<file path="config.mk">
export PLATFORM = sky130hd
export DESIGN_NAME = tx_datalink_alarm_status
export DESIGN_NICKNAME = d
export VERILOG_FILES = /design/src/rtl/tx_link_serial_in_pkg.sv /design/src/rtl/pin_sync.sv /design/src/rtl/frame_slot_gen.sv /design/src/rtl/tx_datalink_alarm_status.sv
export SDC_FILE = /design/constraint.sdc
export NUM_CORES = 1
export LEC_CHECK = 0
export BUFFER_PORTS_ARGS = -buffer_cell sky130_fd_sc_hd__buf_4
export CAP_MARGIN = 20
export CORE_ASPECT_RATIO = 1.2
export CORE_MARGIN = 4
export CORE_UTILIZATION = 55
export CTS_BUF_LIST = sky130_fd_sc_hd__clkbuf_4 sky130_fd_sc_hd__clkbuf_8
export CTS_CLUSTER_SIZE = 10
export DETAILED_ROUTE_END_ITERATION = 7
export GPL_ROUTABILITY_DRIVEN = 0
export PLACE_DENSITY = 0.88
export SKIP_CTS_REPAIR_TIMING = 1
export SYNTH_ARGS = -nofsm -noshare
export SYNTH_HDL_FRONTEND = slang
export SYNTH_HIERARCHICAL = 1
export SYNTH_SLANG_ARGS = --single-unit
</file>
<file path="constraint.sdc">
create_clock -name hclk -period 4.32 [get_ports hclk]
set_input_delay 1.296 -clock hclk [delete_from_list [all_inputs] [get_ports hclk]]
set_output_delay 1.296 -clock hclk [all_outputs]
set_load 0.01 [all_outputs]
</file>
<file path="src/rtl/tx_link_serial_in_pkg.sv">
// constants, types and register map of the transmit data-link and alarm block
// assumes a 10 MHz hclk and an AHB-Lite master with 32-bit single transfers
package link_alarm_pkg;
    localparam int CLK_NS = 100;
    localparam int LINK_BIT_NS = 488;
    localparam int LINK_BIT_CYC = (LINK_BIT_NS + CLK_NS - 1) / CLK_NS;
    localparam int FRAME_BITS = 256;
    localparam int SA_FIRST = 3;
    localparam int SA_NUM = 5;
    // register indices; byte address is four times the index
    localparam logic [7:0] IDX_NAT_SEL = 8'h00;
    localparam logic [7:0] IDX_MODE_STAT = 8'h01;
    localparam logic [7:0] IDX_IRQ_STAT = 8'h02;
    localparam logic [7:0] IDX_IRQ_CLR = 8'h03;
    localparam logic [7:0] IDX_IRQ_EN = 8'h04;
    localparam logic [7:0] IDX_CTRL = 8'h13;
    localparam logic [7:0] IDX_LINE_STAT = 8'h18;
    localparam int CTRL_SRC_SEL_BIT = 2;
    localparam int LINE_STAT_LOSS_BIT = 4;
    localparam int LINE_STAT_FRAME_BIT = 0;
    localparam logic [4:0] NAT_SEL_RST = 5'h01;
    localparam int IRQ_W = 3;
    localparam int EV_LOSS = 0;
    localparam int EV_ALARM = 1;
    localparam int EV_MODE = 2;
    typedef enum logic [1:0] {
        MODE_FREE_RUN = 2'b00,
        MODE_LINE_SYNC = 2'b01,
        MODE_BUS_SYNC = 2'b10
    } timing_mode_t;
endpackage

</file>
<file path="src/rtl/pin_sync.sv">
// two-stage synchroniser for a group of pin inputs
// assumes the pins are asynchronous to hclk; ce freezes both stages
`timescale 1ns/1ps
module pin_sync #(
    parameter int W = 1,
    parameter logic [W-1:0] RST_VAL = '0
) (
    input wire logic hclk, // block clock
    input wire logic hresetn, // async reset, active low
    input wire logic ce, // clock enable
    input wire logic [W-1:0] pin_in, // raw pins
    output logic [W-1:0] pin_sync_out // synchronised level
);
    typedef struct packed {
        logic [W-1:0] meta;
        logic [W-1:0] stable;
    } sync_state_t;
    sync_state_t st_ff, nxt_st;

    // the first stage feeds the second and nothing else
    always_comb begin
        nxt_st = st_ff;
        if (ce) begin
            nxt_st.meta = pin_in;
            nxt_st.stable = st_ff.meta;
        end
    end

    always_ff @(posedge hclk or negedge hresetn) begin
        if (!hresetn) begin
            st_ff <= '{meta: RST_VAL, stable: RST_VAL};
        end else begin
            st_ff <= nxt_st;
        end
    end

    assign pin_sync_out = st_ff.stable;
endmodule

</file>
<file path="src/rtl/frame_slot_gen.sv">
// bit and frame position counter driven by edges of the sampled line clock
// assumes line_clk_s is already synchronised to hclk
`timescale 1ns/1ps
module frame_slot_gen
    import link_alarm_pkg::*;
(
    input wire logic hclk, // block clock
    input wire logic hresetn, // async reset, active low
    input wire logic ce, // clock enable
    input wire logic line_clk_s, // synchronised line bit clock
    output logic rise_tick, // one-cycle pulse, line clock rose
    output logic fall_tick, // one-cycle pulse, line clock fell
    output logic [7:0] bit_pos, // position of the bit starting now
    output logic odd_frame // frame without alignment word
);
    typedef struct packed {
        logic prev;
        logic [7:0] cnt;
        logic odd;
    } slot_state_t;
    slot_state_t st_ff, nxt_st;

    assign rise_tick = ce & line_clk_s & ~st_ff.prev;
    assign fall_tick = ce & ~line_clk_s & st_ff.prev;
    assign bit_pos = st_ff.cnt;
    assign odd_frame = st_ff.odd;

    // free-running count; no alignment to a received frame is attempted
    always_comb begin
        nxt_st = st_ff;
        if (ce) begin
            nxt_st.prev = line_clk_s;
        end
        if (rise_tick) begin
            nxt_st.cnt = st_ff.cnt + 8'h01;
            if (st_ff.cnt == 8'(FRAME_BITS - 1)) begin
                nxt_st.odd = ~st_ff.odd;
            end
        end
    end

    always_ff @(posedge hclk or negedge hresetn) begin
        if (!hresetn) begin
            st_ff <= '{prev: 1'b0, cnt: 8'h00, odd: 1'b0};
        end else begin
            st_ff <= nxt_st;
        end
    end
endmodule

</file>
<file path="src/rtl/tx_datalink_alarm_status.sv">
// transmit data-link insertion, alarm forcing, loss status and timing mode
// assumes an AHB-Lite master on hclk and pins asynchronous to hclk
`timescale 1ns/1ps
module tx_datalink_alarm_status
    import link_alarm_pkg::*;
(
    input wire logic hclk, // 10 MHz block clock
    input wire logic hresetn, // async reset, active low
    input wire logic ce, // clock enable, freezes all state when low
    input wire logic hsel, // slave select
    input wire logic [31:0] haddr, // byte address
    input wire logic [1:0] htrans, // transfer type
    input wire logic hwrite, // write when high
    input wire logic [2:0] hsize, // transfer size
    input wire logic [31:0] hwdata, // write data
    input wire logic hready, // bus ready
    output logic [31:0] hrdata, // read data
    output logic hreadyout, // slave ready
    output logic hresp, // always okay
    input wire logic line_clk, // 2.048 MHz line bit clock pin
    input wire logic tx_payload_in, // outgoing frame bit, valid on rise_tick
    input wire logic tx_alarm_force_n, // alarm pin, active low
    input wire logic tx_link_serial_in, // serial data-link pin
    output logic tx_link_gapped_clk, // gapped data-link clock
    output logic line_out_pos, // positive line mark
    output logic line_out_neg, // negative line mark
    input wire logic line_signal_loss_flag, // signal loss from line receiver
    input wire logic frame_loss_flag, // frame alignment loss from framer
    output logic loss_status_out, // loss status pin
    input wire logic timing_mode_sel, // bus-or-line / free-run pin
    input wire logic sync_source_sel, // bus / line sync pin
    input wire logic system_clock_4m_i, // system clock pin, input side
    output logic system_clock_4m_o, // system clock pin, output side
    output logic system_clock_4m_oe, // system clock pin, drive enable
    input wire logic clk_4m_gen, // locally generated 4.096 MHz clock
    output logic irq // level interrupt
);
    typedef struct packed {
        logic ph_valid;
        logic ph_write;
        logic [7:0] ph_idx;
        logic [31:0] rdata;
        logic [4:0] nat_sel;
        logic src_sel;
        logic [IRQ_W-1:0] irq_stat;
        logic [IRQ_W-1:0] irq_en;
        logic gclk;
        logic line_bit;
        logic mark_neg;
        logic pos;
        logic neg;
        logic loss;
        logic alarm_prev;
        timing_mode_t mode;
        logic clk_oe;
        logic clk_out;
        logic ext_clk_prev;
        logic ext_clk_seen;
    } blk_state_t;
    blk_state_t st_ff, nxt_st;

    logic [4:0] pins_s;
    logic alarm_n_s, ser_s, mode_s, src_s, line_clk_s, ext_clk_s;
    logic rise_tick, fall_tick, odd_frame, in_sa, sel_hit;
    logic [7:0] bit_pos;
    logic [2:0] sa_idx;
    logic [IRQ_W-1:0] ev;
    logic [IRQ_W-1:0] clr;
    logic ph_take;
    timing_mode_t mode_next;
    logic loss_next;

    // all pins but the loss flags, payload and generated clock pass two flops before use
    // reset values match idle pins, so no false line edge or mode event follows reset
    pin_sync #(.W(5), .RST_VAL(5'h18)) u_pins (
        .hclk(hclk),
        .hresetn(hresetn),
        .ce(ce),
        .pin_in({tx_alarm_force_n, tx_link_serial_in, timing_mode_sel,
                 sync_source_sel, line_clk}),
        .pin_sync_out(pins_s)
    );
    pin_sync #(.W(1), .RST_VAL(1'b0)) u_extclk (
        .hclk(hclk),
        .hresetn(hresetn),
        .ce(ce),
        .pin_in(system_clock_4m_i),
        .pin_sync_out(ext_clk_s)
    );
    assign {alarm_n_s, ser_s, mode_s, src_s, line_clk_s} = pins_s;

    frame_slot_gen u_slots (
        .hclk(hclk),
        .hresetn(hresetn),
        .ce(ce),
        .line_clk_s(line_clk_s),
        .rise_tick(rise_tick),
        .fall_tick(fall_tick),
        .bit_pos(bit_pos),
        .odd_frame(odd_frame)
    );

    // national bits sit in positions 3..7 of the non-alignment frame
    assign sa_idx = 3'(bit_pos - 8'(SA_FIRST));
    assign in_sa = odd_frame && bit_pos >= 8'(SA_FIRST) && bit_pos < 8'(SA_FIRST + SA_NUM);
    assign sel_hit = rise_tick && in_sa && st_ff.nat_sel[sa_idx];

    // mode decode: high pin picks bus or line sync, low pin free run
    always_comb begin
        if (!mode_s) begin
            mode_next = MODE_FREE_RUN;
        end else if (src_s) begin
            mode_next = MODE_BUS_SYNC;
        end else begin
            mode_next = MODE_LINE_SYNC;
        end
    end

    // loss status source; kept out of the state process so the event logic can read it
    always_comb begin
        if (st_ff.src_sel) begin
            loss_next = line_signal_loss_flag;
        end else begin
            loss_next = line_signal_loss_flag | frame_loss_flag;
        end
    end

    assign ph_take = hsel && hready && htrans[1];
    assign clr = (st_ff.ph_valid && st_ff.ph_write && st_ff.ph_idx == IDX_IRQ_CLR) ?
                 hwdata[IRQ_W-1:0] : '0;
    assign ev[EV_LOSS] = ce && !st_ff.loss && loss_next;
    assign ev[EV_ALARM] = ce && st_ff.alarm_prev && !alarm_n_s;
    assign ev[EV_MODE] = ce && st_ff.mode != mode_next;

    // next-state of the whole block
    always_comb begin
        nxt_st = st_ff;
        if (ce) begin
            // bus address phase: read data is prepared here, written in data phase
            nxt_st.ph_valid = ph_take;
            nxt_st.ph_write = hwrite;
            nxt_st.ph_idx = haddr[9:2];
            if (ph_take && !hwrite) begin
                unique case (haddr[9:2])
                    IDX_NAT_SEL: nxt_st.rdata = {27'h0, st_ff.nat_sel};
                    IDX_MODE_STAT: nxt_st.rdata = {28'h0, st_ff.ext_clk_seen, st_ff.clk_oe,
                                                   st_ff.mode};
                    IDX_IRQ_STAT: nxt_st.rdata = {29'h0, st_ff.irq_stat};
                    IDX_IRQ_EN: nxt_st.rdata = {29'h0, st_ff.irq_en};
                    IDX_CTRL: nxt_st.rdata = 32'(st_ff.src_sel) << CTRL_SRC_SEL_BIT;
                    IDX_LINE_STAT: nxt_st.rdata = (32'(line_signal_loss_flag)
                                                   << LINE_STAT_LOSS_BIT)
                                                  | (32'(frame_loss_flag)
                                                     << LINE_STAT_FRAME_BIT);
                    default: nxt_st.rdata = 32'h0000_0000;
                endcase
            end
            if (st_ff.ph_valid && st_ff.ph_write) begin
                unique case (st_ff.ph_idx)
                    IDX_NAT_SEL: nxt_st.nat_sel = hwdata[4:0];
                    IDX_IRQ_EN: nxt_st.irq_en = hwdata[IRQ_W-1:0];
                    IDX_CTRL: nxt_st.src_sel = hwdata[CTRL_SRC_SEL_BIT];
                    default: nxt_st.nat_sel = st_ff.nat_sel;
                endcase
            end

            // loss status follows the selected source one edge later
            nxt_st.loss = loss_next;

            // gapped clock rises at a selected slot and falls mid cell
            if (sel_hit) begin
                nxt_st.gclk = 1'b1;
            end else if (fall_tick) begin
                nxt_st.gclk = 1'b0;
            end

            // line bit: link bit in chosen slots, all ones while alarm forced
            if (rise_tick) begin
                if (!alarm_n_s) begin
                    nxt_st.line_bit = 1'b1;
                end else if (sel_hit) begin
                    nxt_st.line_bit = ser_s;
                end else begin
                    nxt_st.line_bit = tx_payload_in;
                end
            end
            // alternate mark encoding so successive ones go to line_out_pos and line_out_neg in turn
            if (fall_tick) begin
                nxt_st.pos = st_ff.line_bit & ~st_ff.mark_neg;
                nxt_st.neg = st_ff.line_bit & st_ff.mark_neg;
                nxt_st.mark_neg = st_ff.mark_neg ^ st_ff.line_bit;
            end

            // timing mode and system clock direction
            nxt_st.mode = mode_next;
            nxt_st.clk_oe = mode_next != MODE_BUS_SYNC;
            nxt_st.clk_out = clk_4m_gen;
            nxt_st.ext_clk_prev = ext_clk_s;
            if (st_ff.mode == MODE_BUS_SYNC && ext_clk_s && !st_ff.ext_clk_prev) begin
                nxt_st.ext_clk_seen = 1'b1;
            end else if (st_ff.mode != MODE_BUS_SYNC) begin
                nxt_st.ext_clk_seen = 1'b0;
            end
            nxt_st.alarm_prev = alarm_n_s;
            // a new event beats a clear in the same cycle; a frozen clear must not repeat
            nxt_st.irq_stat = (st_ff.irq_stat & ~clr) | ev;
        end
    end

    always_ff @(posedge hclk or negedge hresetn) begin
        if (!hresetn) begin
            st_ff <= '{ph_valid: 1'b0, ph_write: 1'b0, ph_idx: 8'h00, rdata: 32'h0,
                       nat_sel: NAT_SEL_RST, src_sel: 1'b0, irq_stat: '0, irq_en: '0,
                       gclk: 1'b0, line_bit: 1'b1, mark_neg: 1'b0, pos: 1'b0,
                       neg: 1'b0, loss: 1'b0, alarm_prev: 1'b1, mode: MODE_FREE_RUN,
                       clk_oe: 1'b1, clk_out: 1'b0, ext_clk_prev: 1'b0,
                       ext_clk_seen: 1'b0};
        end else begin
            st_ff <= nxt_st;
        end
    end

    // outputs
    assign hrdata = st_ff.rdata;
    assign hreadyout = 1'b1; // zero wait states
    assign hresp = 1'b0;
    assign tx_link_gapped_clk = st_ff.gclk;
    assign line_out_pos = st_ff.pos;
    assign line_out_neg = st_ff.neg;
    assign loss_status_out = st_ff.loss;
    assign system_clock_4m_o = st_ff.clk_out;
    assign system_clock_4m_oe = st_ff.clk_oe;
    assign irq = |(st_ff.irq_stat & st_ff.irq_en);

    // checks
    property p_alarm_ones;
        @(posedge hclk) disable iff (!hresetn)
        (rise_tick && !alarm_n_s) |=> st_ff.line_bit;
    endproperty
    a_alarm_ones: assert property (p_alarm_ones) else $error("alarm did not force a one");

    property p_src_any;
        @(posedge hclk) disable iff (!hresetn)
        (ce && !st_ff.src_sel && (line_signal_loss_flag || frame_loss_flag))
            |=> loss_status_out;
    endproperty
    a_src_any: assert property (p_src_any) else $error("status missed a loss");

    property p_src_sig;
        @(posedge hclk) disable iff (!hresetn)
        (ce && st_ff.src_sel) |=> (loss_status_out == $past(line_signal_loss_flag));
    endproperty
    a_src_sig: assert property (p_src_sig) else $error("status not signal loss only");

    property p_gclk_rise;
        @(posedge hclk) disable iff (!hresetn)
        $rose(tx_link_gapped_clk) |-> $past(sel_hit);
    endproperty
    a_gclk_rise: assert property (p_gclk_rise) else $error("gapped clock out of slot");

    property p_gclk_fall;
        @(posedge hclk) disable iff (!hresetn)
        (tx_link_gapped_clk && fall_tick) |=> !tx_link_gapped_clk;
    endproperty
    a_gclk_fall: assert property (p_gclk_fall) else $error("gapped clock did not gap");

    property p_sample;
        @(posedge hclk) disable iff (!hresetn)
        (sel_hit && alarm_n_s) |=> (st_ff.line_bit == $past(ser_s)) && tx_link_gapped_clk;
    endproperty
    a_sample: assert property (p_sample) else $error("link bit not inserted");

    property p_mode;
        @(posedge hclk) disable iff (!hresetn)
        (ce && !mode_s) |=> st_ff.mode == MODE_FREE_RUN;
    endproperty
    a_mode: assert property (p_mode) else $error("free run not taken");

    property p_clk_dir;
        @(posedge hclk) disable iff (!hresetn)
        (ce && mode_s && src_s) |=> !system_clock_4m_oe;
    endproperty
    a_clk_dir: assert property (p_clk_dir) else $error("clock pin driven in bus sync");

    property p_mark_one;
        @(posedge hclk) disable iff (!hresetn)
        (fall_tick && st_ff.line_bit) |=> (line_out_pos ^ line_out_neg);
    endproperty
    a_mark_one: assert property (p_mark_one) else $error("mark missing on line");

    property p_src_none;
        @(posedge hclk) disable iff (!hresetn)
        (ce && !line_signal_loss_flag && !frame_loss_flag) |=> !loss_status_out;
    endproperty
    a_src_none: assert property (p_src_none) else $error("status high without loss");

    property p_mode_line;
        @(posedge hclk) disable iff (!hresetn)
        (ce && mode_s && !src_s) |=> st_ff.mode == MODE_LINE_SYNC;
    endproperty
    a_mode_line: assert property (p_mode_line) else $error("line sync not taken");

    property p_clk_drive;
        @(posedge hclk) disable iff (!hresetn)
        (ce && !(mode_s && src_s)) |=> system_clock_4m_oe;
    endproperty
    a_clk_drive: assert property (p_clk_drive) else $error("clock pin not driven");

    property p_no_insert;
        @(posedge hclk) disable iff (!hresetn)
        (rise_tick && alarm_n_s && !sel_hit) |=> (st_ff.line_bit == $past(tx_payload_in));
    endproperty
    a_no_insert: assert property (p_no_insert) else $error("link bit outside slot");
endmodule

</file>
Yosys cells after proc, flatten, opt, wreduce, memory -nomap -nowiden
Index checks and enable logic that the tools add are counted.
- word-level logic and storage cells: 109
- input bits: 85
- register bits: 89
- equal/unequal tests: 13
- bitwise operators: 17
- $add $sub $neg: 2
- order comparisons: 3
- mux-type cells: 13
- reductions and logical operators: 34
- operators with widths (cell ; count):
    case mux 5 bit (6 select lines) ; 1
    equality test 8 x 5 -> 1 bit (second input constant) ; 3
    equality test 8 x 2 -> 1 bit (second input constant) ; 2
    equality test 8 x 3 -> 1 bit (second input constant) ; 2
    logical AND 1 bit ; 16
    logical NOT 8 bit ; 2
    AND reduction 2 bit ; 6
    AND reduction 3 bit ; 3
    adder 8 x 1 -> 8 bit (second input constant) ; 1
    equality test 8 x 1 -> 1 bit (second input constant) ; 1
    equality test 8 bit (second input constant) ; 1
    greater-or-equal comparator 8 x 2 -> 1 bit (second input constant) ; 1
    < comparator 8 x 4 -> 1 bit (second input constant) ; 1
    2-to-1 mux 1 bit ; 8
    AND 1 bit ; 6
    AND 3 bit ; 2
    bitwise OR 5 x 1 -> 5 bit ; 1
    logical NOT 1 bit ; 4
    < comparator 3 x 4 -> 1 bit (second input constant) ; 1
    2-to-1 mux 2 bit ; 2
    inequality test 2 bit (second input constant) ; 2
    NOT 1 bit ; 4
    nonzero test 2 bit ; 2
    binary-select mux 1 bit (select 3 bit) ; 1
    other kinds (9) ; 9

Logic depth before layout (Yosys ltp)
Gate-level depths: netlist of run 1.
- depth after elaboration: 7
- depth in mapped cells: 8

Modules after synthesis
Netlist of run 1, hierarchy kept.
- modules (own cells, without submodules) (module ; area an instance (sq um) ; instances ; cells an instance ; sequential area each (sq um)):
    tx_datalink_alarm_status ; 2253.4 ; 1 ; 220 ; 1006.0
    frame_slot_gen ; 543.0 ; 1 ; 47 ; 250.2
    pin_sync (u_pins) ; 454.2 ; 1 ; 26 ; 255.2
    pin_sync (u_extclk) ; 72.6 ; 1 ; 4 ; 50.0

Least setup slack after synthesis of run 1
No wires, ideal clock.
- path kind: in2reg
- start point: input ce
- end point: register st_ff[11] (netlist name)
- buffers on the path: 1
- data arrival time: 2.412 ns
- stages on the path: 7
- data required time: 4.237 ns
- slack: 1.824 ns
- cell sequence: and3b_1 -> buf_2 -> nor4b_1 -> o2111a_1 -> o211ai_1 -> mux2i_1 -> a41oi_1
- longest elaborated chain between the ends: 6
- ends and longest elaborated chain (element ; RTL line ; source):
    start: declaration ; tx_datalink_alarm_status.sv:9 ; input wire logic ce,
    AND 1 bit * (2 in a row) ; frame_slot_gen.sv:23 ; assign rise_tick = ce & line_clk_s & ~st_ff.prev;
    net rise_tick ; tx_datalink_alarm_status.sv:64 ; logic rise_tick, fall_tick, odd_frame, in_sa, sel_hit;
    logical AND 1 bit (2 in a row) ; tx_datalink_alarm_status.sv:106 ; assign sel_hit = rise_tick && in_sa && st_ff.nat_sel[sa_idx];
    2-to-1 mux 1 bit ; tx_datalink_alarm_status.sv:181 ; end else if (sel_hit) begin
    2-to-1 mux 1 bit ; tx_datalink_alarm_status.sv:179 ; if (!alarm_n_s) begin
    end signal: assignment ; tx_datalink_alarm_status.sv:212 ; st_ff <= '{ph_valid: 1'b0, ph_write: 1'b0, ph_idx: 8'h00, rdata: 32'h0,
    end signal: assignment ; tx_datalink_alarm_status.sv:219 ; st_ff <= nxt_st;
    end: declaration ; tx_datalink_alarm_status.sv:60 ; blk_state_t st_ff, nxt_st;
Mark *: on every way through the listed nets, which the timed path passes. The rest lies on a longest branch.
A chain may end at the register's enable or synchronous reset.

Final worst setup path of run 1
- start point: register st_ff[17] (netlist name)
- end point: output irq
- longest elaborated chain between the ends: 2
- ends and longest elaborated chain (element ; RTL line ; source):
    AND 3 bit ; tx_datalink_alarm_status.sv:233 ; assign irq = |(st_ff.irq_stat & st_ff.irq_en);
    OR reduction 3 bit ; tx_datalink_alarm_status.sv:233 ;
    end: declaration ; tx_datalink_alarm_status.sv:36 ; output logic irq
No other way between the ends.

==> impl_metrics.tcl, run 1 <==
set metrics [dict create \
    outcome "finished, final reports clean" \
    fmax_mhz 372 \
    io_pins 126 \
    drcViolationCount 0 \
    die_h_um 93.2 \
    rsz0062_at_grt "false" \
    ir_drop_mv 0.331 \
    critPathCaptureType "output port" \
    cp.required_ps 3020 \
    nFillCells 459 \
    setup_tns_ps 0 \
    gr-total-overflow 0 \
    avgSynthCellArea_um2 11.2 \
    final_cell_mix "dfrtp_1 (54), buf_4 (42), nand2_1 (29), conb_1 (29), mux2_2 (27)" \
    p_leak_nw 1.73 \
    area_growth_pct 9.15 \
    finalSetupViolations 0 \
    cts_root_buffer "clkbuf_8" \
    start_util 0.579 \
    drt-vias-per-instance 5.27 \
    core_area_um2 5740 \
    drv_slew 0 \
    synth.area.top_cells "dfrtp_1 (41%), buf_4 (11%), mux2_2 (9.1%)" \
    holdCritPathClass "register to register" \
    yosys.area.top_type_share 0.407 \
    period_share 0.622 \
    synth.distinct_cells 48 \
    worstSkewPairLatency_ps 340 \
    synth-async-reset-ratio 1.00 \
    grt_pass1_wl_um 10200 \
    postSynthCellCount 297 \
    dp_hpwl_um 4330 \
    antenna_found_initial 0 \
    netlist_area_um2 3320 \
    grt_usage 0.180 \
    final_common_cell "dfrtp_1" \
    clock-sinks 62 \
    power.density_nw_per_um2 412 \
    port_buffers 41 \
    clockBufferDepth 2 \
    crit_path_max_fanout 3 \
    synth-edff-count 0 \
    ant_nets 0 \
    ys_seq_elements 62 \
    die-area_um2 7360 \
    drive_gt1_frac 0.344 \
    grt_max_degree 63 \
    holdWs_ps 475 \
    worstSetupStartpointType "register" \
    cap_violations 0 \
    layout_min_cycle_time_ps 2680 \
    clk_pin_slew_ps 70 \
    fin_nets 410 \
    synth_flop_cell "dfrtp_1" \
    first_pass_iters 5 \
    grt_pass1_vias 2100 \
    fin_skew_ps 7.59 \
    worstSetupPathType "register to output port" \
    cts_buffers 9 \
    num_vias 2138 \
    tightestPinTransition_ps 766 \
    tritoncts "built" \
    yosysTopAreaCell "dfrtp_1" \
    die_w_um 79.0 \
    ys_seq_area_frac 0.470 \
    drt_wl_total_um 6030 \
    yosysWarnings 6 \
    hold_viol 0 \
    slew_headroom 0.489 \
    n_antenna_cell 0 \
    rows 30 \
    drt_iter0_markers 208 \
    htree_levels 3 \
    arrival_ps 1390 \
    wl_per_cell_um 14.9 \
]
-- synth_stat cells, types with 2 or more instances --
| cell type | instances |
|---|---|
| nor2_1 | 8 |
| and3b_1 | 2 |
| nor3_1 | 3 |
| nand3_1 | 2 |
| nor2b_1 | 2 |
| clkbuf_1 | 4 |
| nor3_2 | 4 |
| buf_2 | 3 |
| a32oi_1 | 2 |
| nor4_1 | 4 |
| o2bb2ai_1 | 2 |
| and3_1 | 2 |
| buf_4 | 47 |
| nand2_1 | 29 |
| conb_1 | 2 |
| o21ai_0 | 15 |
| inv_1 | 8 |
| nand2b_1 | 2 |
| mux2_4 | 11 |
| nand3b_1 | 4 |
| mux2_2 | 27 |
| ha_1 | 4 |
| nor3b_1 | 3 |
| mux2i_1 | 5 |
| a31oi_1 | 4 |
| dfrtp_1 | 54 |
| a21oi_1 | 8 |
| nand4_1 | 2 |
| o21a_1 | 2 |
| xor2_1 | 7 |
| dfstp_2 | 8 |
-- power breakdown --
| group | switching (W) | internal, W |
|---|---|---|
| clock network | 0.000216 | 0.000251 |
| registers | 0.0000847 | 0.000666 |
| logic | 0.000134 | 0.000142 |
-- critical path, stage by stage, from the launching register on --
cell      delay (ps)
dfrtp_1          410
a222oi_1         420
inv_1             70
buf_4            150
-- flip-flops by register name, indices dropped and copies added, names as in the netlist --
register               count
system_clock_4m_o          1
u_extclk/st_ff             1
u_slots/st_ff              1
st_ff                     29
u_slots/odd_frame          1
u_pins/pin_sync_out        5
hrdata                     5
u_slots/bit_pos            8
u_extclk/pin_sync_out      1
line_out_neg               1
system_clock_4m_oe         1
loss_status_out            1
u_pins/st_ff               5
line_out_pos               1
tx_link_gapped_clk         1
-- worst paths after layout --
| check | startpoint | end | slack (ps) | depth (start not counted) |
|---|---|---|---|---|
| setup / recovery | st_ff[17]$_DFFE_PN0P_ | irq | 1640 | 3 |
| hold / removal | u_slots/odd_frame$_DFFE_PN0P_ | u_slots/odd_frame$_DFFE_PN0P_ | 470 | 1 |
| setup reg to reg | u_pins/pin_sync_out[0]$_DFFE_PN0P_ | st_ff[11]$_DFFE_PN1P_ | 2350 | 6 |
| hold reg to reg | u_slots/odd_frame$_DFFE_PN0P_ | u_slots/odd_frame$_DFFE_PN0P_ | 470 | 1 |
| max in group asynchronous | hresetn | st_ff[24]$_DFFE_PN0P_ | 2790 | 1 |
| min in group asynchronous | hresetn | line_out_pos$_DFFE_PN0P_ | 1020 | 1 |
-- layout make-up --
type                    count  area (um2)  area share
flip-flops and latches     62        1560       0.430
multi-input cells         198        1440       0.396
repair buffers             42         315      0.0869
clock buffers              12         165      0.0455
well taps                  80         100      0.0276
inverters                   8        30.0     0.00828
clock inverters             4        20.0     0.00552
-- layer usage --
metal	track usage	part of all wire	routed length, um
met4	0.0931	0.020	123
met2	0.271	0.49	2960
met1	0.236	0.41	2490
met5	0	0	0
met3	0.0511	0.076	459
-- metrics by stage --
stage,total power (W),setup slack [ps],cell area (um2),utilization,instances
2_1_floorplan,0.000988,1820,3420,-,324
3_3_place_gp,0.00101,1420,3440,0.599,390
3_5_place_dp,0.00103,1340,3440,0.599,390
4_1_cts,0.00151,1640,3630,0.632,406
5_1_grt,0.00158,1560,3630,0.632,406
6_report,0.00149,1640,3630,0.632,406
-- cells by family after synthesis --
family	synth area share
other	0.00226
flip-flops	0.470
AND/OR/NAND/NOR	0.128
XOR/XNOR	0.0211
multiplexers	0.156
AO/OA/AOI/OAI	0.0783
buffers and inverters	0.129
adder cells (fa/ha/maj)	0.0151
Power figures use the tool's default switching activity.
==> run 2, diff against run 1 <==
--- a/config.mk
+++ b/config.mk
@@ -9,12 +9,12 @@
 export CAP_MARGIN = 20
 export CORE_ASPECT_RATIO = 1.2
 export CORE_MARGIN = 4
-export CORE_UTILIZATION = 55
+export CORE_UTILIZATION = 46
 export CTS_BUF_LIST = sky130_fd_sc_hd__clkbuf_4 sky130_fd_sc_hd__clkbuf_8
 export CTS_CLUSTER_SIZE = 10
 export DETAILED_ROUTE_END_ITERATION = 7
 export GPL_ROUTABILITY_DRIVEN = 0
-export PLACE_DENSITY = 0.88
+export PLACE_DENSITY = 0.79
 export SKIP_CTS_REPAIR_TIMING = 1
 export SYNTH_ARGS = -nofsm -noshare
 export SYNTH_HDL_FRONTEND = slang
==> constraint.sdc (replaced) <==
create_clock -name hclk -period 2.45 [get_ports hclk]
set_input_delay 0.735 -clock hclk [delete_from_list [all_inputs] [get_ports hclk]]
set_output_delay 0.735 -clock hclk [all_outputs]
set_load 0.01 [all_outputs]
==> run 2 against run 1 <==
  * Clock skew down 1.1 ps
  * Combinational power is 76% higher
  * Flip-flop and latch count stayed put
  * Critical path type unchanged
==> impl_metrics.tcl, run 2 (same netlist as run 1, synthesis figures left out) <==
set metrics [dict create \
    io_pins 126 \
    layout_min_cycle_time_ps 2110 \
    p_leak_nw 1.74 \
    drive_gt1_frac 0.348 \
    area_growth_pct 10.3 \
    start_util 0.479 \
    die-area_um2 8650 \
    die_h_um 101 \
    n_antenna_cell 0 \
    tritoncts "built" \
    drt_iter0_markers 210 \
    timing.rr.start "st_ff[62]$_DFFE_PN0P_" \
    ir_drop_mv 0.376 \
    worstSetupStartpointType "register" \
    worstSkewPairLatency_ps 340 \
    worst-r2r-setup-slack_ps 630 \
    pre_cts_slack_ps 198 \
    core_area_um2 6940 \
    num_vias 2127 \
    grt_pass1_vias 2042 \
    clockBufferDepth 2 \
    setup_tns_ps 0 \
    grt_usage 0.143 \
    grt_pass1_wl_um 9660 \
    fin_skew_ps 6.49 \
    port_buffers 41 \
    power.density_nw_per_um2 735 \
    cap_violations 0 \
    holdWs_ps 464 \
    place_inst 399 \
    outcome "finished, final reports clean" \
    tightestPinTransition_ps 766 \
    largest_register "st_ff" \
    final_common_cell "dfrtp_1" \
    period_share 0.862 \
    drt_wl_total_um 5820 \
    clock-sinks 62 \
    die_w_um 85.6 \
    nFillCells 601 \
    drt-vias-per-instance 5.13 \
    dp_hpwl_um 4280 \
    holdCritPathClass "input port to asynchronous set/reset pin" \
    arrival_ps 1380 \
    first_pass_iters 4 \
    largest_register_ffs 29 \
    hold_viol 0 \
    ant_nets 0 \
    drv_slew 0 \
    worstSetupPathType "register to output port" \
    slew_headroom 0.490 \
    final_cell_mix "dfrtp_1 (54), buf_4 (44), nand2_1 (29), conb_1 (29), mux2_2 (27)" \
    cts_root_buffer "clkbuf_8" \
    ff2ff_path_depth 5 \
    final_core_util 0.528 \
    multi_input_area_um2 1440 \
    crit_path_max_fanout 3 \
    finalSetupViolations 0 \
    antenna_found_initial 0 \
    grt_max_degree 63 \
    fmax_mhz 474 \
    fin_nets 412 \
    cts_buffers 9 \
    r2r_end "st_ff[23]$_DFFE_PN0P_" \
    gr-total-overflow 0 \
    clk_pin_slew_ps 70 \
    fin_ws_ps 338 \
    cp.required_ps 1710 \
    rows 33 \
    htree_levels 3 \
    rsz0062_at_grt "false" \
    instances_no_fill 415 \
    wl_per_cell_um 14.0 \
    drcViolationCount 0 \
    seq_area_um2 1560 \
    critPathCaptureType "output port" \
]
## run 2: final cells by class
class / count / area share
Clock buffer: 10 / 0.0376
Clock inverter: 6 / 0.0167
Inverter: 8 / 0.00819
Multi-Input combinational cell: 198 / 0.392
Sequential cell: 62 / 0.426
Tap cell: 87 / 0.0297
Timing Repair Buffer: 44 / 0.0901
## run 2: how the worst max path moves through the flow
stage / from / cells past startpoint / end / slack [ps]
global route: st_ff[17]$_DFFE_PN0P_ / 3 / irq / 210
CTS: st_ff[17]$_DFFE_PN0P_ / 3 / irq / 300
detailed placement: ce / 6 / st_ff[21]$_DFFE_PN0P_ / 200
floorplan: ce / 7 / st_ff[11]$_DFFE_PN1P_ / 520
global placement: ce / 6 / st_ff[23]$_DFFE_PN0P_ / 210
finish: st_ff[17]$_DFFE_PN0P_ / 3 / irq / 340
## run 2: power by group
group | internal [W] | switching [W] | leakage [nW]
registers | 0.00117 | 0.000145 | 0.760
clock network | 0.000493 | 0.000399 | 0.102
logic | 0.000254 | 0.000231 | 0.877
total | 0.00192 | 0.000775 | 1.74
## run 2: per-stage QoR
stage               total power (W)  instance area (um2)
finish                      0.00270                 3660
global route                0.00285                 3660
floorplan                   0.00174                 3420
global placement            0.00179                 3470
CTS                         0.00272                 3660
detailed placement          0.00182                 3470
## run 2: routing by layer
metal	vias to the layer above	track usage	share of wire	routed length (um)
met4	0	0.0840	0.040	231
met5	-	0	0	0
met1	1005	0.179	0.42	2450
li1	1023	-	-	-
met2	80	0.225	0.47	2750
met3	19	0.0360	0.066	382
## run 2: critical path, cell delays in order (launching register included)
cell and delay [ps]:
dfrtp_1 410, a222oi_1 410, inv_1 70, buf_4 150
==> run 3, diff against run 2 <==
--- a/config.mk
+++ b/config.mk
@@ -8,7 +8,6 @@
 export BUFFER_PORTS_ARGS = -buffer_cell sky130_fd_sc_hd__buf_4
 export CAP_MARGIN = 20
 export CORE_ASPECT_RATIO = 1.2
-export CORE_MARGIN = 4
 export CORE_UTILIZATION = 46
 export CTS_BUF_LIST = sky130_fd_sc_hd__clkbuf_4 sky130_fd_sc_hd__clkbuf_8
 export CTS_CLUSTER_SIZE = 10
==> run 3 against run 2 <==
  * Sequential power hardly changed
  * Via count is 1.2% higher
  * Sequential share of layout area is 0.55 points lower
  * Clock power is 22% higher
  * Clock skew is 0.53 ps higher
  * Cell area is 1.3% higher
  * Highest routed layer unchanged
  * Utilization is 1.0 points higher
  * Largest power group unchanged
  * Flip-flop and latch count stayed put
  * Worst hold slack better by 12 ps
  * Final cell count stayed put
==> impl_metrics.tcl, run 3 (same netlist as run 1, synthesis figures left out) <==
set metrics [dict create \
    outcome "finished, final reports clean" \
    antenna_found_initial 0 \
    drv_slew 0 \
    worstSkewPairLatency_ps 330 \
    period_share 0.863 \
    r2r_end "st_ff[24]$_DFFE_PN0P_" \
    slew_headroom 0.493 \
    num_vias 2152 \
    final_common_cell "dfrtp_1" \
    dp_hpwl_um 4230 \
    grt_pass1_wl_um 9780 \
    power.density_nw_per_um2 784 \
    rows 33 \
    worst-r2r-setup-slack_ps 620 \
    fin_nets 412 \
    tightestPinTransition_ps 760 \
    cts_buffers 9 \
    drcViolationCount 0 \
    ir_drop_mv 0.598 \
    port_buffers 41 \
    grt_usage 0.172 \
    largest_register "st_ff" \
    gr-total-overflow 0 \
    start_util 0.482 \
    die_w_um 79.6 \
    fin_area_um2 3710 \
    holdCritPathClass "input port to asynchronous set/reset pin" \
    drt-vias-per-instance 5.19 \
    instances_no_fill 415 \
    p_leak_nw 1.75 \
    ff2ff_path_depth 5 \
    core_area_um2 6900 \
    hold_viol 0 \
    holdWs_ps 475 \
    clockBufferDepth 2 \
    layout_min_cycle_time_ps 2120 \
    fmax_mhz 473 \
    worstSetupPathType "register to output port" \
    cp.required_ps 1710 \
    cts_root_buffer "clkbuf_8" \
    first_pass_iters 4 \
    finalSetupViolations 0 \
    drt_wl_total_um 6020 \
    tritoncts "built" \
    final_cell_mix "dfrtp_1 (54), buf_4 (44), nand2_1 (29), conb_1 (29), mux2_2 (27)" \
    n_antenna_cell 0 \
    wl_per_cell_um 14.5 \
    timing.rr.start "st_ff[62]$_DFFE_PN0P_" \
    place_inst 399 \
    grt_max_degree 63 \
    ant_nets 0 \
    htree_levels 3 \
    clk_pin_slew_ps 70 \
    critPathCaptureType "output port" \
    io_pins 126 \
    area_growth_pct 11.7 \
    setup_tns_ps 0 \
    crit_path_max_fanout 3 \
    die_h_um 95.1 \
    drive_gt1_frac 0.348 \
    drt_iter0_markers 190 \
    worstSetupStartpointType "register" \
    grt_pass1_vias 2079 \
    die-area_um2 7570 \
    largest_register_ffs 29 \
    postPlaceCellArea_um2 3470 \
    cap_violations 0 \
    clock-sinks 62 \
    rsz0062_at_grt "false" \
    fin_skew_ps 7.01 \
    arrival_ps 1380 \
]
## run 3: cell count changes in the layout (fill, tap and decap cells not counted)
cell	change
clkinv_4	+1
bufinv_16	+2
clkinv_2	-3
clkbuf_8	-1
clkinvlp_4	+1
## run 3: per-layer routing
layer / wire, um / part of all wire / global-route usage
met5: 0 / 0 / 0
met2: 3140 / 0.52 / 0.290
met1: 2470 / 0.41 / 0.205
met4: 120 / 0.020 / 0.0985
met3: 294 / 0.049 / 0.0344
## run 3: critical path, stage by stage (launching register included)
cell and delay, ps:
dfrtp_1 410, a222oi_1 400, inv_1 90, buf_4 150
## run 3: cell type report
class | instances | area, um2
tap | 87 | 109
clock buffer | 9 | 124
fill | 574 | 3180
clock inverter | 7 | 123
multi-input combinational | 198 | 1440
timing repair buffer | 44 | 330
sequential | 62 | 1560
inverter | 8 | 30.0
## run 3: power by group
group / leakage [nW] / switching, W / internal, W
Clock: 0.116 / 0.000409 / 0.000678
Sequential: 0.760 / 0.000154 / 0.00117
Combinational: 0.877 / 0.000239 / 0.000257
## run 3: through the flow
step	worst slack, ps	util	total power, W
floorplan	515	-	0.00174
global placement	189	0.503	0.00179
detailed placement	137	0.503	0.00184
CTS	314	0.538	0.00294
global route	260	0.538	0.00307
finish	335	0.538	0.00291
## run 3: worst max path at each step
stage	endpoint	cells after the start	startpoint
2_1_floorplan	st_ff[11]$_DFFE_PN1P_	7	ce
3_3_place_gp	st_ff[23]$_DFFE_PN0P_	6	ce
3_5_place_dp	st_ff[24]$_DFFE_PN0P_	6	ce
4_1_cts	irq	3	st_ff[17]$_DFFE_PN0P_
5_1_grt	irq	3	st_ff[17]$_DFFE_PN0P_
6_report	irq	3	st_ff[17]$_DFFE_PN0P_
